**config.mk**
```make
export PLATFORM = sky130hd
export DESIGN_NAME = ppsb_port_power
export DESIGN_NICKNAME = d
export VERILOG_FILES = /design/src/core/ppsb_pkg.sv /design/src/core/ppsb_port_power.sv
export SDC_FILE = /design/constraint.sdc
export NUM_CORES = 1
export LEC_CHECK = 0
export BUFFER_PORTS_ARGS = -buffer_cell sky130_fd_sc_hd__buf_2
export CORE_MARGIN = 2
export CORE_UTILIZATION = 53
export DETAILED_ROUTE_END_ITERATION = 10
export PLACE_DENSITY = 0.85
export SYNTH_ARGS = -nofsm -noshare
export SYNTH_HDL_FRONTEND = slang
export SYNTH_SLANG_ARGS = --single-unit
```
**constraint.sdc**
```tcl
create_clock -name pclk -period 1.7 [get_ports pclk]
set_input_delay 0 -clock pclk [delete_from_list [all_inputs] [get_ports pclk]]
set_output_delay 0 -clock pclk [all_outputs]
set_load 0.01 [all_outputs]
```
**src/core/ppsb_pkg.sv**
```systemverilog
// Package for the port power and PCIe sideband block: offsets, fields, types
package ppsb_pkg;

    // ------------------------------------------------------------------
    // Register byte offsets
    // ------------------------------------------------------------------
    localparam logic [7:0] PPSB_OFF_CTRL   = 8'h00;
    localparam logic [7:0] PPSB_OFF_PSTAT  = 8'h04;
    localparam logic [7:0] PPSB_OFF_ISTAT  = 8'h08;
    localparam logic [7:0] PPSB_OFF_IMASK  = 8'h0C;
    localparam logic [7:0] PPSB_OFF_PWREN  = 8'h10;

    // ------------------------------------------------------------------
    // Control register fields
    // ------------------------------------------------------------------
    localparam int PPSB_CTRL_MAXSLOTS_LSB = 0;
    localparam int PPSB_CTRL_MAXSLOTS_W   = 8;
    localparam int PPSB_CTRL_HCRST_BIT    = 8;
    localparam int PPSB_CTRL_WAKE_BIT     = 9;
    localparam int PPSB_CTRL_CLKRUN_BIT   = 10;

    // Status register layout: over-current level in low nibble, armed flag above
    localparam int PPSB_PSTAT_ARMED_BIT   = 8;

    // Interrupt status: per-port over-current assert events in low bits,
    // per-port over-current release events starting at this bit
    localparam int PPSB_IRQ_REL_LSB       = 4;
    localparam int PPSB_MAX_PORTS         = 4;

    localparam logic [31:0] PPSB_RST_ZERO  = 32'h0000_0000;
    localparam logic [31:0] PPSB_RST_PWREN = 32'h0000_000F;

    typedef struct packed {
        logic [7:0]  addr;
        logic        write;
        logic [31:0] wdata;
    } ppsb_req_s;

endpackage : ppsb_pkg

```
**src/core/ppsb_port_power.sv**
```systemverilog
// Port power, over-current reporting and PCIe sideband control with APB registers
//
// Design decisions made here: the APB slave port and the placing of the registers.
`timescale 1ns/1ps
//
// What this block does
// - Over-current input low means over-current present; high means none.
// - Port power output high turns supply on, low turns it off.
// - Power asserts only after max-slots write or host reset set, not link reset.
// - Wake output pulled low open-drain to request power and clock back.
// - Clock request output open-drain low tells whether reference clock should run.
module ppsb_port_power
    import ppsb_pkg::*;
#(
    parameter int NUM_PORTS = 4
) (
    input  wire logic                 pclk,
    input  wire logic                 presetn,
    input  wire logic                 clk_en,
    input  wire logic                 psel,
    input  wire logic                 penable,
    input  wire logic                 pwrite,
    input  wire logic [7:0]           paddr,
    input  wire logic [31:0]          pwdata,
    output logic      [31:0]          prdata,
    output logic                      pready,
    output logic                      pslverr,
    input  wire logic                 link_reset_in_n,
    input  wire logic [NUM_PORTS-1:0] over_current_in_n,
    output logic      [NUM_PORTS-1:0] port_power_out,
    output logic                      wake_request_out_n,
    output logic                      wake_request_oe,
    output logic                      refclk_request_out_n,
    output logic                      refclk_request_oe,
    output logic                      irq
);

    // ------------------------------------------------------------------
    // Parameter checks
    // ------------------------------------------------------------------
    if (NUM_PORTS < 1 || NUM_PORTS > PPSB_MAX_PORTS) begin : g_bad_ports
        $error("NUM_PORTS must be 1 to 4");
    end

    // Event and status fields must not overlap the per-port bits
    if (PPSB_PSTAT_ARMED_BIT < NUM_PORTS || PPSB_IRQ_REL_LSB < NUM_PORTS) begin : g_bad_layout
        $error("Status fields overlap for this port count");
    end

    // ------------------------------------------------------------------
    // Register state
    // ------------------------------------------------------------------
    logic [PPSB_CTRL_MAXSLOTS_W-1:0] max_slots_enable_field_reg, max_slots_enable_field_next;
    logic                 armed_reg,   armed_next;
    logic                 wake_reg,    wake_next;
    logic                 clkrun_reg,  clkrun_next;
    logic [NUM_PORTS-1:0] pwren_reg,   pwren_next;
    logic [NUM_PORTS-1:0] oc_reg,      oc_next;
    logic [NUM_PORTS-1:0] oc_set_reg,  oc_set_next;
    logic [NUM_PORTS-1:0] oc_rel_reg,  oc_rel_next;
    logic [NUM_PORTS-1:0] msk_set_reg, msk_set_next;
    logic [NUM_PORTS-1:0] msk_rel_reg, msk_rel_next;
    logic [NUM_PORTS-1:0] pp_reg,      pp_next;
    logic [31:0]          rdata_reg,   rdata_next;

    // ------------------------------------------------------------------
    // Bus decode and helpers
    // ------------------------------------------------------------------
    ppsb_req_s req;
    logic      wr_acc;
    logic      rd_acc;
    logic [NUM_PORTS-1:0] oc_now;

    function automatic logic [NUM_PORTS-1:0] w1c(input logic [NUM_PORTS-1:0] cur,
                                                 input logic [NUM_PORTS-1:0] ev,
                                                 input logic [NUM_PORTS-1:0] clr);
        // Set wins over a simultaneous clear so no event is lost
        return (cur & ~clr) | ev;
    endfunction

    function automatic logic decoded(input logic [7:0] a);
        return a == PPSB_OFF_CTRL || a == PPSB_OFF_PSTAT || a == PPSB_OFF_ISTAT
            || a == PPSB_OFF_IMASK || a == PPSB_OFF_PWREN;
    endfunction

    assign req    = '{addr: paddr, write: pwrite, wdata: pwdata};
    assign wr_acc = clk_en && psel && penable && req.write;
    // Captured in setup so the access cycle can answer at once
    assign rd_acc = clk_en && psel && !penable && !req.write;
    assign oc_now = ~over_current_in_n;

    // ------------------------------------------------------------------
    // Next-state logic
    // ------------------------------------------------------------------
    always_comb begin
        max_slots_enable_field_next = max_slots_enable_field_reg;
        armed_next   = armed_reg;
        wake_next    = wake_reg;
        clkrun_next  = clkrun_reg;
        pwren_next   = pwren_reg;
        msk_set_next = msk_set_reg;
        msk_rel_next = msk_rel_reg;
        rdata_next   = rdata_reg;
        // Pin level is registered once; edges are found against that copy
        oc_next      = oc_now;
        oc_set_next  = w1c(oc_set_reg, oc_now & ~oc_reg, '0);
        oc_rel_next  = w1c(oc_rel_reg, ~oc_now & oc_reg, '0);

        if (wr_acc) begin
            case (req.addr)
                PPSB_OFF_CTRL: begin
                    max_slots_enable_field_next =
                        req.wdata[PPSB_CTRL_MAXSLOTS_LSB +: PPSB_CTRL_MAXSLOTS_W];
                    // Any max-slots write or host reset arms power
                    armed_next  = 1'b1;
                    wake_next   = req.wdata[PPSB_CTRL_WAKE_BIT];
                    clkrun_next = req.wdata[PPSB_CTRL_CLKRUN_BIT];
                end
                PPSB_OFF_ISTAT: begin
                    oc_set_next = w1c(oc_set_reg, oc_now & ~oc_reg,
                                      req.wdata[NUM_PORTS-1:0]);
                    oc_rel_next = w1c(oc_rel_reg, ~oc_now & oc_reg,
                                      req.wdata[PPSB_IRQ_REL_LSB +: NUM_PORTS]);
                end
                PPSB_OFF_IMASK: begin
                    msk_set_next = req.wdata[NUM_PORTS-1:0];
                    msk_rel_next = req.wdata[PPSB_IRQ_REL_LSB +: NUM_PORTS];
                end
                // Enable only gates the output; the armed state still rules
                PPSB_OFF_PWREN: pwren_next = req.wdata[NUM_PORTS-1:0];
                default: ;
            endcase
        end

        // Unmapped reads return zero; the bus error flag marks them
        if (rd_acc) begin
            rdata_next = PPSB_RST_ZERO;
            case (req.addr)
                PPSB_OFF_CTRL: begin
                    rdata_next[PPSB_CTRL_MAXSLOTS_LSB +: PPSB_CTRL_MAXSLOTS_W] =
                        max_slots_enable_field_reg;
                    rdata_next[PPSB_CTRL_WAKE_BIT]   = wake_reg;
                    rdata_next[PPSB_CTRL_CLKRUN_BIT] = clkrun_reg;
                end
                PPSB_OFF_PSTAT: begin
                    rdata_next[NUM_PORTS-1:0]        = oc_reg;
                    rdata_next[PPSB_PSTAT_ARMED_BIT] = armed_reg;
                end
                PPSB_OFF_ISTAT: begin
                    rdata_next[NUM_PORTS-1:0]                 = oc_set_reg;
                    rdata_next[PPSB_IRQ_REL_LSB +: NUM_PORTS] = oc_rel_reg;
                end
                PPSB_OFF_IMASK: begin
                    rdata_next[NUM_PORTS-1:0]                 = msk_set_reg;
                    rdata_next[PPSB_IRQ_REL_LSB +: NUM_PORTS] = msk_rel_reg;
                end
                PPSB_OFF_PWREN: rdata_next[NUM_PORTS-1:0] = pwren_reg;
                default: ;
            endcase
        end

        // Link reset disarms; re-arming needs software again, not reset release
        if (!link_reset_in_n) begin
            armed_next = 1'b0;
        end
        // Hardware follows the power switch report: off while over-current
        pp_next = (armed_next && link_reset_in_n)
                ? (pwren_next & ~oc_now) : '0;
    end

    // ------------------------------------------------------------------
    // Registers
    // ------------------------------------------------------------------
    always_ff @(posedge pclk or negedge presetn) begin
        if (!presetn) begin
            max_slots_enable_field_reg <= '0;
            armed_reg   <= 1'b0;
            wake_reg    <= 1'b0;
            // Clock wanted from reset so the link can come up
            clkrun_reg  <= 1'b1;
            pwren_reg   <= PPSB_RST_PWREN[NUM_PORTS-1:0];
            oc_reg      <= '0;
            oc_set_reg  <= '0;
            oc_rel_reg  <= '0;
            msk_set_reg <= '0;
            msk_rel_reg <= '0;
            pp_reg      <= '0;
            rdata_reg   <= PPSB_RST_ZERO;
        end else if (clk_en) begin
            max_slots_enable_field_reg <= max_slots_enable_field_next;
            armed_reg   <= armed_next;
            wake_reg    <= wake_next;
            clkrun_reg  <= clkrun_next;
            pwren_reg   <= pwren_next;
            oc_reg      <= oc_next;
            oc_set_reg  <= oc_set_next;
            oc_rel_reg  <= oc_rel_next;
            msk_set_reg <= msk_set_next;
            msk_rel_reg <= msk_rel_next;
            pp_reg      <= pp_next;
            rdata_reg   <= rdata_next;
        end
    end

    // ------------------------------------------------------------------
    // Outputs
    // ------------------------------------------------------------------
    // Read data is registered in setup, so every access finishes in one access cycle
    assign pready         = 1'b1;
    assign prdata         = rdata_reg;
    // Error is flagged only while the access phase stands
    assign pslverr        = psel && penable && !decoded(req.addr);
    assign port_power_out = pp_reg;
    // Level output: stays high until software clears or masks the source
    assign irq = |((oc_set_reg & msk_set_reg) | (oc_rel_reg & msk_rel_reg));

    // Open drain: output value always low, the enable pulls the wire
    assign wake_request_out_n   = 1'b0;
    assign wake_request_oe      = wake_reg;
    assign refclk_request_out_n = 1'b0;
    assign refclk_request_oe    = clkrun_reg;

endmodule // ppsb_port_power

```
==> results of run 1 <==
==> per-layer routing <==
metal | wire length [um] | GRT usage [%] | vias up
li1 | - | - | 897
met1 | 2470 | 29.7 | 952
met2 | 2800 | 37.2 | 74
met3 | 291 | 4.70 | 11
met4 | 92 | 6.58 | 0
met5 | 0 | 0 | -
==> cell families (layout without fill, tap and decap cells) <==
family	Yosys count	after routing	synth area share [%]
AOI/OAI and AO/OA	55	55	16.1
buffers and inverters	38	87	9.95
muxes	33	33	15.7
DFF	50	50	49.7
and+or+nand+nor	40	40	8.26
other	2	24	0.297
==> area by class of cell <==
type                       instances  area share (%)
clock inverter                     1           0.166
tap                               54            2.24
timing repair buffer              75            16.0
inverter                           4           0.498
sequential                        50            41.7
clock buffer                       7            2.86
multi-input combinational        152            36.5
==> power groups by stage <==
stage,combinational (mW),sequential [mW],clock (mW)
finish,0.290,1.25,0.696
global route,0.320,1.25,0.764
CTS,0.289,1.24,0.709
detailed placement,0.262,1.27,0
global placement,0.255,1.27,0
floorplan,0.167,1.28,0
==> synthesized netlist by cell type (all sizes together) <==
cell / count
dfrtp: 45
buf: 29
mux2: 29
nand2: 11
a21oi: 10
nor2: 9
a22o: 8
a22oi: 8
a31oi: 6
clkbuf: 5
dfstp: 5
nor2b: 5
o21a: 5
a32o: 4
inv: 4
mux2i: 4
o221ai: 4
nand3: 3
nor3: 3
o21ai: 3
o31ai: 3
conb: 2
nand4: 2
or3: 2
and3: 1
and4: 1
and4b: 1
nor4: 1
o211a: 1
o22a: 1
o311a: 1
o41ai: 1
or4: 1
==> placed cells by master, fill, tap and decap left out <==
cell type | netlist | routed
buf_2 | 0 | 47
dfrtp_1 | 45 | 45
conb_1 | 2 | 24
mux2_2 | 21 | 21
dlygate4sd3_1 | 0 | 15
buf_4 | 25 | 13
nand2_1 | 11 | 11
a21oi_1 | 10 | 10
nor2_1 | 9 | 9
a22oi_1 | 8 | 8
mux2_4 | 8 | 8
a22o_1 | 8 | 8
a31oi_1 | 6 | 6
clkbuf_8 | 0 | 6
nor2b_1 | 5 | 5
o21a_1 | 5 | 5
dfstp_2 | 5 | 5
inv_1 | 4 | 4
a32o_1 | 4 | 4
mux2i_1 | 4 | 4
o221ai_1 | 4 | 4
nor3_1 | 3 | 3
nand3_1 | 3 | 3
o21ai_0 | 3 | 3
o31ai_1 | 3 | 3
nand4_1 | 2 | 2
or4_4 | 1 | 1
o311a_2 | 1 | 1
or3_1 | 1 | 1
and4_1 | 1 | 1
or3_4 | 1 | 1
nor4_1 | 1 | 1
and4b_1 | 1 | 1
o211a_1 | 1 | 1
and3_1 | 1 | 1
o22a_1 | 1 | 1
o41ai_1 | 1 | 1
clkbuf_1 | 5 | 1
clkinv_2 | 0 | 1
==> final timing paths <==
kind / endpoint / startpoint / slack, ns / cells past startpoint
max: msk_set_reg[0] / paddr[5] / 0.09 / 5
min: msk_set_reg[2] / pwdata[2] / 0.005 / 2
max reg2reg: prdata[1] / msk_set_reg[1] / 0.39 / 4
min reg2reg: prdata[8] / prdata[8] / 0.49 / 2
max in group asynchronous: msk_rel_reg[2] / presetn / 0.77 / 3
min in group asynchronous: max_slots_enable_field_reg[2] / presetn / 0.31 / 2
==> impl_metrics.csv, run 1 <==
group,metric,value,unit
status,status,"finished clean",
sta,clock-skew-final,0.0102,ns
drt,num_vias,1934,
global_routing,antenna_found_initial,0,
hold_path,hold_path_class,"in -> reg",
cts,clockBufferDepth,2,
critical_path,worstPathRequired,1.88,ns
sta,hold_viol,0,
synth,avgSynthCellArea,11.6,um2
drt,drtIter0Drc,171,
global_routing,grt_usage,22.5,%
drt,firstDrtPassIters,4,
synth,yosysTopAreaCell,"dfrtp_1",
power_and_ir_drop,switching_share,24.9,%
cts,cts_buffers,5,
power_and_ir_drop,p_switching,0.556,mW
floorplanning,die_y,73.1,um
cts,cts_tree,"done",
floorplanning,pin_count,94,
sta,worst-slew-pin-transition,0.758,ns
layout,final_util,64.7,%
layout,fillers,354,
critical_path,path_cells,"buf_2 -> or4_4 -> or3_1 -> or3_4 -> mux2_4",
floorplanning,core_area,4660,um2
power_and_ir_drop,finalPower,2.23,mW
sta,finalSetupViolations,0,
place,placed_cells,320,
sta,setup_tns,0,ns
place,dpl_cell_area,2780,um2
place,place_ws,-0.213,ns
floorplanning,die_width,73.1,um
sta,slew_headroom,49.5,%
place,gp_congestion,0.818,
synth,synth_area_leaders,"dfrtp_1, mux2_2, buf_4",
place,dp_hpwl,4230,um
cts,cts_root_buf,"clkbuf_8",
cts,cts.clk_slew.worst_paths,0.08,ns
layout,insertedDiodeCount,0,
global_routing,grt-ovfl-total,0,
critical_path,cp_slowest_cell,"or4_4",
sta,clock.fmax,0.622,GHz
cts,cts-hold-fix-buffers,15,
power_and_ir_drop,p_leak,1.50,nW
layout,final_cells,343,
power_and_ir_drop,intPower,1.68,mW
critical_path,path_buf_inv,1,
critical_path,path_max_fanout,8,
floorplanning,dieArea,5340,um2
drt,wl_per_cell,16.5,um
cts,post-cts-setup-buffers,0,
floorplanning,start_util,54.3,%
layout,drive_above_1_share,36.0,%
drt,ant_nets,0,
sta,rsz0062_at_grt,"no",
global_routing,grt_max_degree,35,
sta,min_period_over_period,94.6,%
sta,holdWs,0.00525,ns
layout,seqCellArea,1260,um2
cts,cts_sinks,50,
synth,synthDistinctLibCells,37,
layout,multiInputGateArea,1100,um2
layout,largest_reg_flops,11,
cts,h-tree-depth,2,
place,port_buffers,47,
drt,routed_wl,5650,um
drt,vias_per_cell,5.64,
global_routing,grt_pass1_wl,8990,um
critical_path,startpoint_type,"input pin",
power_and_ir_drop,pwr_density_cell,740,nW/um2
floorplanning,rows,25,
sta,slew_violations,0,
run,max_cap_violations,0,
critical_path,crit_type,"in -> reg",
synth,postSynthCellCount,218,
power_and_ir_drop,p_comb_share,13.0,%
critical_path,worst_setup_path_end_kind,"flop",
critical_path,cp_slowest_stage_delay,0.53,ns
sta,period_needed,1.61,ns
critical_path,cp.arrival,1.79,ns
power_and_ir_drop,ir_worst_vdd,0.555,mV
synth,synth_seq_cells,50,
critical_path,cp_top_family,"simple AND/OR/NAND/NOR gates",
synth,yosys_warnings,0,
cts,postCtsResizedCells,0,
sta,setup_slack,0.0924,ns
layout,design_area,3020,um2
drt,route.detailed.drc,0,
synth,seq_area_frac_synth,49.7,%
cts,insertion_delay,0.30,ns
layout,layout.nets,339,
global_routing,grt_pass1_vias,1879,
synth,synth_top_cell_area_share,44.5,%
layout,area_delta_synth_final,19.3,%
power_and_ir_drop,p_clk_share,31.2,%
synth,syn_area,2530,um2
power_and_ir_drop,pwr-share-seq,55.8,%
Power figures use the tool's default switching activity.
==> run 2, diff against run 1 <==
- PLACE_DENSITY: 0.85 -> 0.81
==> run 2 against run 1 <==
Register-to-register slack gained 0.04 ns. Die area unchanged. Final cell count is the same. Clock-buffer cell count decreased by 2. Global-route usage grew 0.38 points. Critical path type unchanged. Critical endpoint is now msk_set_reg[3].
==> impl_metrics.csv, run 2 (synthesized netlist as in run 1, its figures left out) <==
group,metric,value,unit
status,status,"finished clean",
sta,hold_viol,0,
power_and_ir_drop,switching_share,25.1,%
layout,layout.nets,339,
cts,post-cts-setup-buffers,0,
hold_path,holdPathStages,3,
global_routing,grt-ovfl-total,0,
layout,seqCellArea,1260,um2
drt,route.detailed.drc,0,
critical_path,r2r_end,"prdata[2]",
layout,drive_above_1_share,36.0,%
global_routing,grt_pass1_wl,9070,um
hold_path,worstHoldStart,"paddr[4]",
layout,multiInputGateArea,1100,um2
layout,largest_reg_flops,11,
place,dp_hpwl,4130,um
power_and_ir_drop,p_clk_share,35.4,%
layout,area_delta_synth_final,20.6,%
drt,firstDrtPassIters,4,
power_and_ir_drop,pwr_density_cell,782,nW/um2
critical_path,cp_slowest_cell,"or4_4",
global_routing,antenna_found_initial,0,
floorplanning,core_area,4660,um2
critical_path,worst_setup_path_end_kind,"flop",
layout,final_cell_mix,"buf_2, dfrtp_1, conb_1, mux2_2, dlygate4sd3_1",
sta,setup_slack,0.125,ns
power_and_ir_drop,ir_worst_vdd,0.679,mV
floorplanning,die_y,73.1,um
drt,wl_per_cell,16.7,um
sta,min_period_over_period,92.6,%
global_routing,grt_max_degree,30,
critical_path,path_buf_inv,1,
floorplanning,die_width,73.1,um
power_and_ir_drop,p_switching,0.599,mW
place,port_buffers,47,
critical_path,crit_type,"in -> reg",
critical_path,path_max_fanout,8,
power_and_ir_drop,p_leak,1.52,nW
cts,clockBufferDepth,2,
critical_path,worstPathRequired,1.90,ns
sta,period_needed,1.58,ns
layout,fillers,374,
hold_path,hold_path_class,"in -> reg",
layout,insertedDiodeCount,0,
cts,cts_buffers,5,
drt,ant_nets,0,
power_and_ir_drop,p_comb_share,12.3,%
sta,finalSetupViolations,0,
critical_path,worstReg2RegStart,"oc_set_reg[2]",
hold_path,hold_end,"prdata[9]",
cts,cts_tree,"done",
critical_path,startpoint_type,"input pin",
floorplanning,dieArea,5340,um2
cts,h-tree-depth,2,
sta,clock-skew-final,0.00588,ns
cts,cts_sinks,50,
floorplanning,rows,25,
floorplanning,start_util,54.3,%
global_routing,grt_pass1_vias,1908,
drt,routed_wl,5730,um
critical_path,path_cells,"buf_2 -> or4_4 -> or3_1 -> or3_4 -> mux2_4",
power_and_ir_drop,pwr-share-seq,52.3,%
drt,drtIter0Drc,129,
layout,design_area,3050,um2
sta,rsz0062_at_grt,"no",
drt,num_vias,1946,
place,place_ws,-0.207,ns
place,gp_congestion,0.820,
sta,slew_headroom,64.9,%
drt,vias_per_cell,5.67,
layout,final_common_cell,"buf_2",
cts,insertion_delay,0.31,ns
power_and_ir_drop,intPower,1.79,mW
critical_path,reg2reg_depth,4,
place,dpl_cell_area,2780,um2
cts,cts.clk_slew.worst_paths,0.09,ns
cts,cts-hold-fix-buffers,16,
critical_path,rrSetupSlack,0.43,ns
global_routing,grt_usage,22.8,%
critical_path,cp.arrival,1.78,ns
run,max_cap_violations,0,
floorplanning,pin_count,94,
critical_path,cp_slowest_stage_delay,0.53,ns
sta,clock.fmax,0.635,GHz
sta,worst-slew-pin-transition,0.527,ns
critical_path,cp_top_family,"simple AND/OR/NAND/NOR gates",
sta,slew_violations,0,
cts,postCtsResizedCells,0,
cts,cts_root_buf,"clkbuf_8",
==> run 2: cell type report <==
type | instances | share of cell area (%)
clock buffer | 5 | 2.26
sequential | 50 | 41.2
inverter | 4 | 0.492
clock inverter | 3 | 1.31
tap | 54 | 2.22
multi-input combinational | 152 | 36.2
timing repair buffer | 75 | 16.3
==> run 2: metrics by stage <==
stage          power (mW)  instances  utilization, %  hold WS, ns  setup TNS [ns]
3_5_place_dp         1.53        319            59.7      0.00186           -1.74
5_1_grt              2.48        343            65.4       0.0587               0
3_3_place_gp         1.53        319            59.7     -0.00277           -1.47
6_report             2.38        343            65.4       0.0659               0
2_1_floorplan        1.44        240               -       -0.296           -1.49
4_1_cts              2.38        343            65.4       0.0596               0
==> run 2: worst max-delay path by stage <==
stage	depth (start not counted)	start	end
floorplan	6	paddr[5]	msk_rel_reg[0]
global placement	5	paddr[5]	msk_rel_reg[2]
detailed placement	5	paddr[5]	msk_set_reg[3]
CTS	5	paddr[5]	msk_set_reg[3]
global route	5	paddr[5]	msk_set_reg[3]
finish	5	paddr[5]	msk_set_reg[3]
==> run 2: power groups by stage <==
stage / logic (mW) / clock network [mW] / registers, mW
after floorplan: 0.167 / 0 / 1.28
after global placement: 0.259 / 0 / 1.27
after detailed placement: 0.265 / 0 / 1.27
after CTS: 0.293 / 0.841 / 1.25
after global routing: 0.327 / 0.898 / 1.25
final: 0.294 / 0.844 / 1.25
==> run 2: routing by layer <==
metal	global-route usage, %	wire length [um]
met2	36.0	2760
met3	4.83	281
met5	0	0
met1	29.9	2610
met4	10.9	81
==> run 2: worst reg2reg max path, cell delays in order, from the launching register on <==
cell	delay [ns]
dfrtp_1	0.41
mux2_2	0.27
a22oi_1	0.21
o221ai_1	0.15
o21a_1	0.14
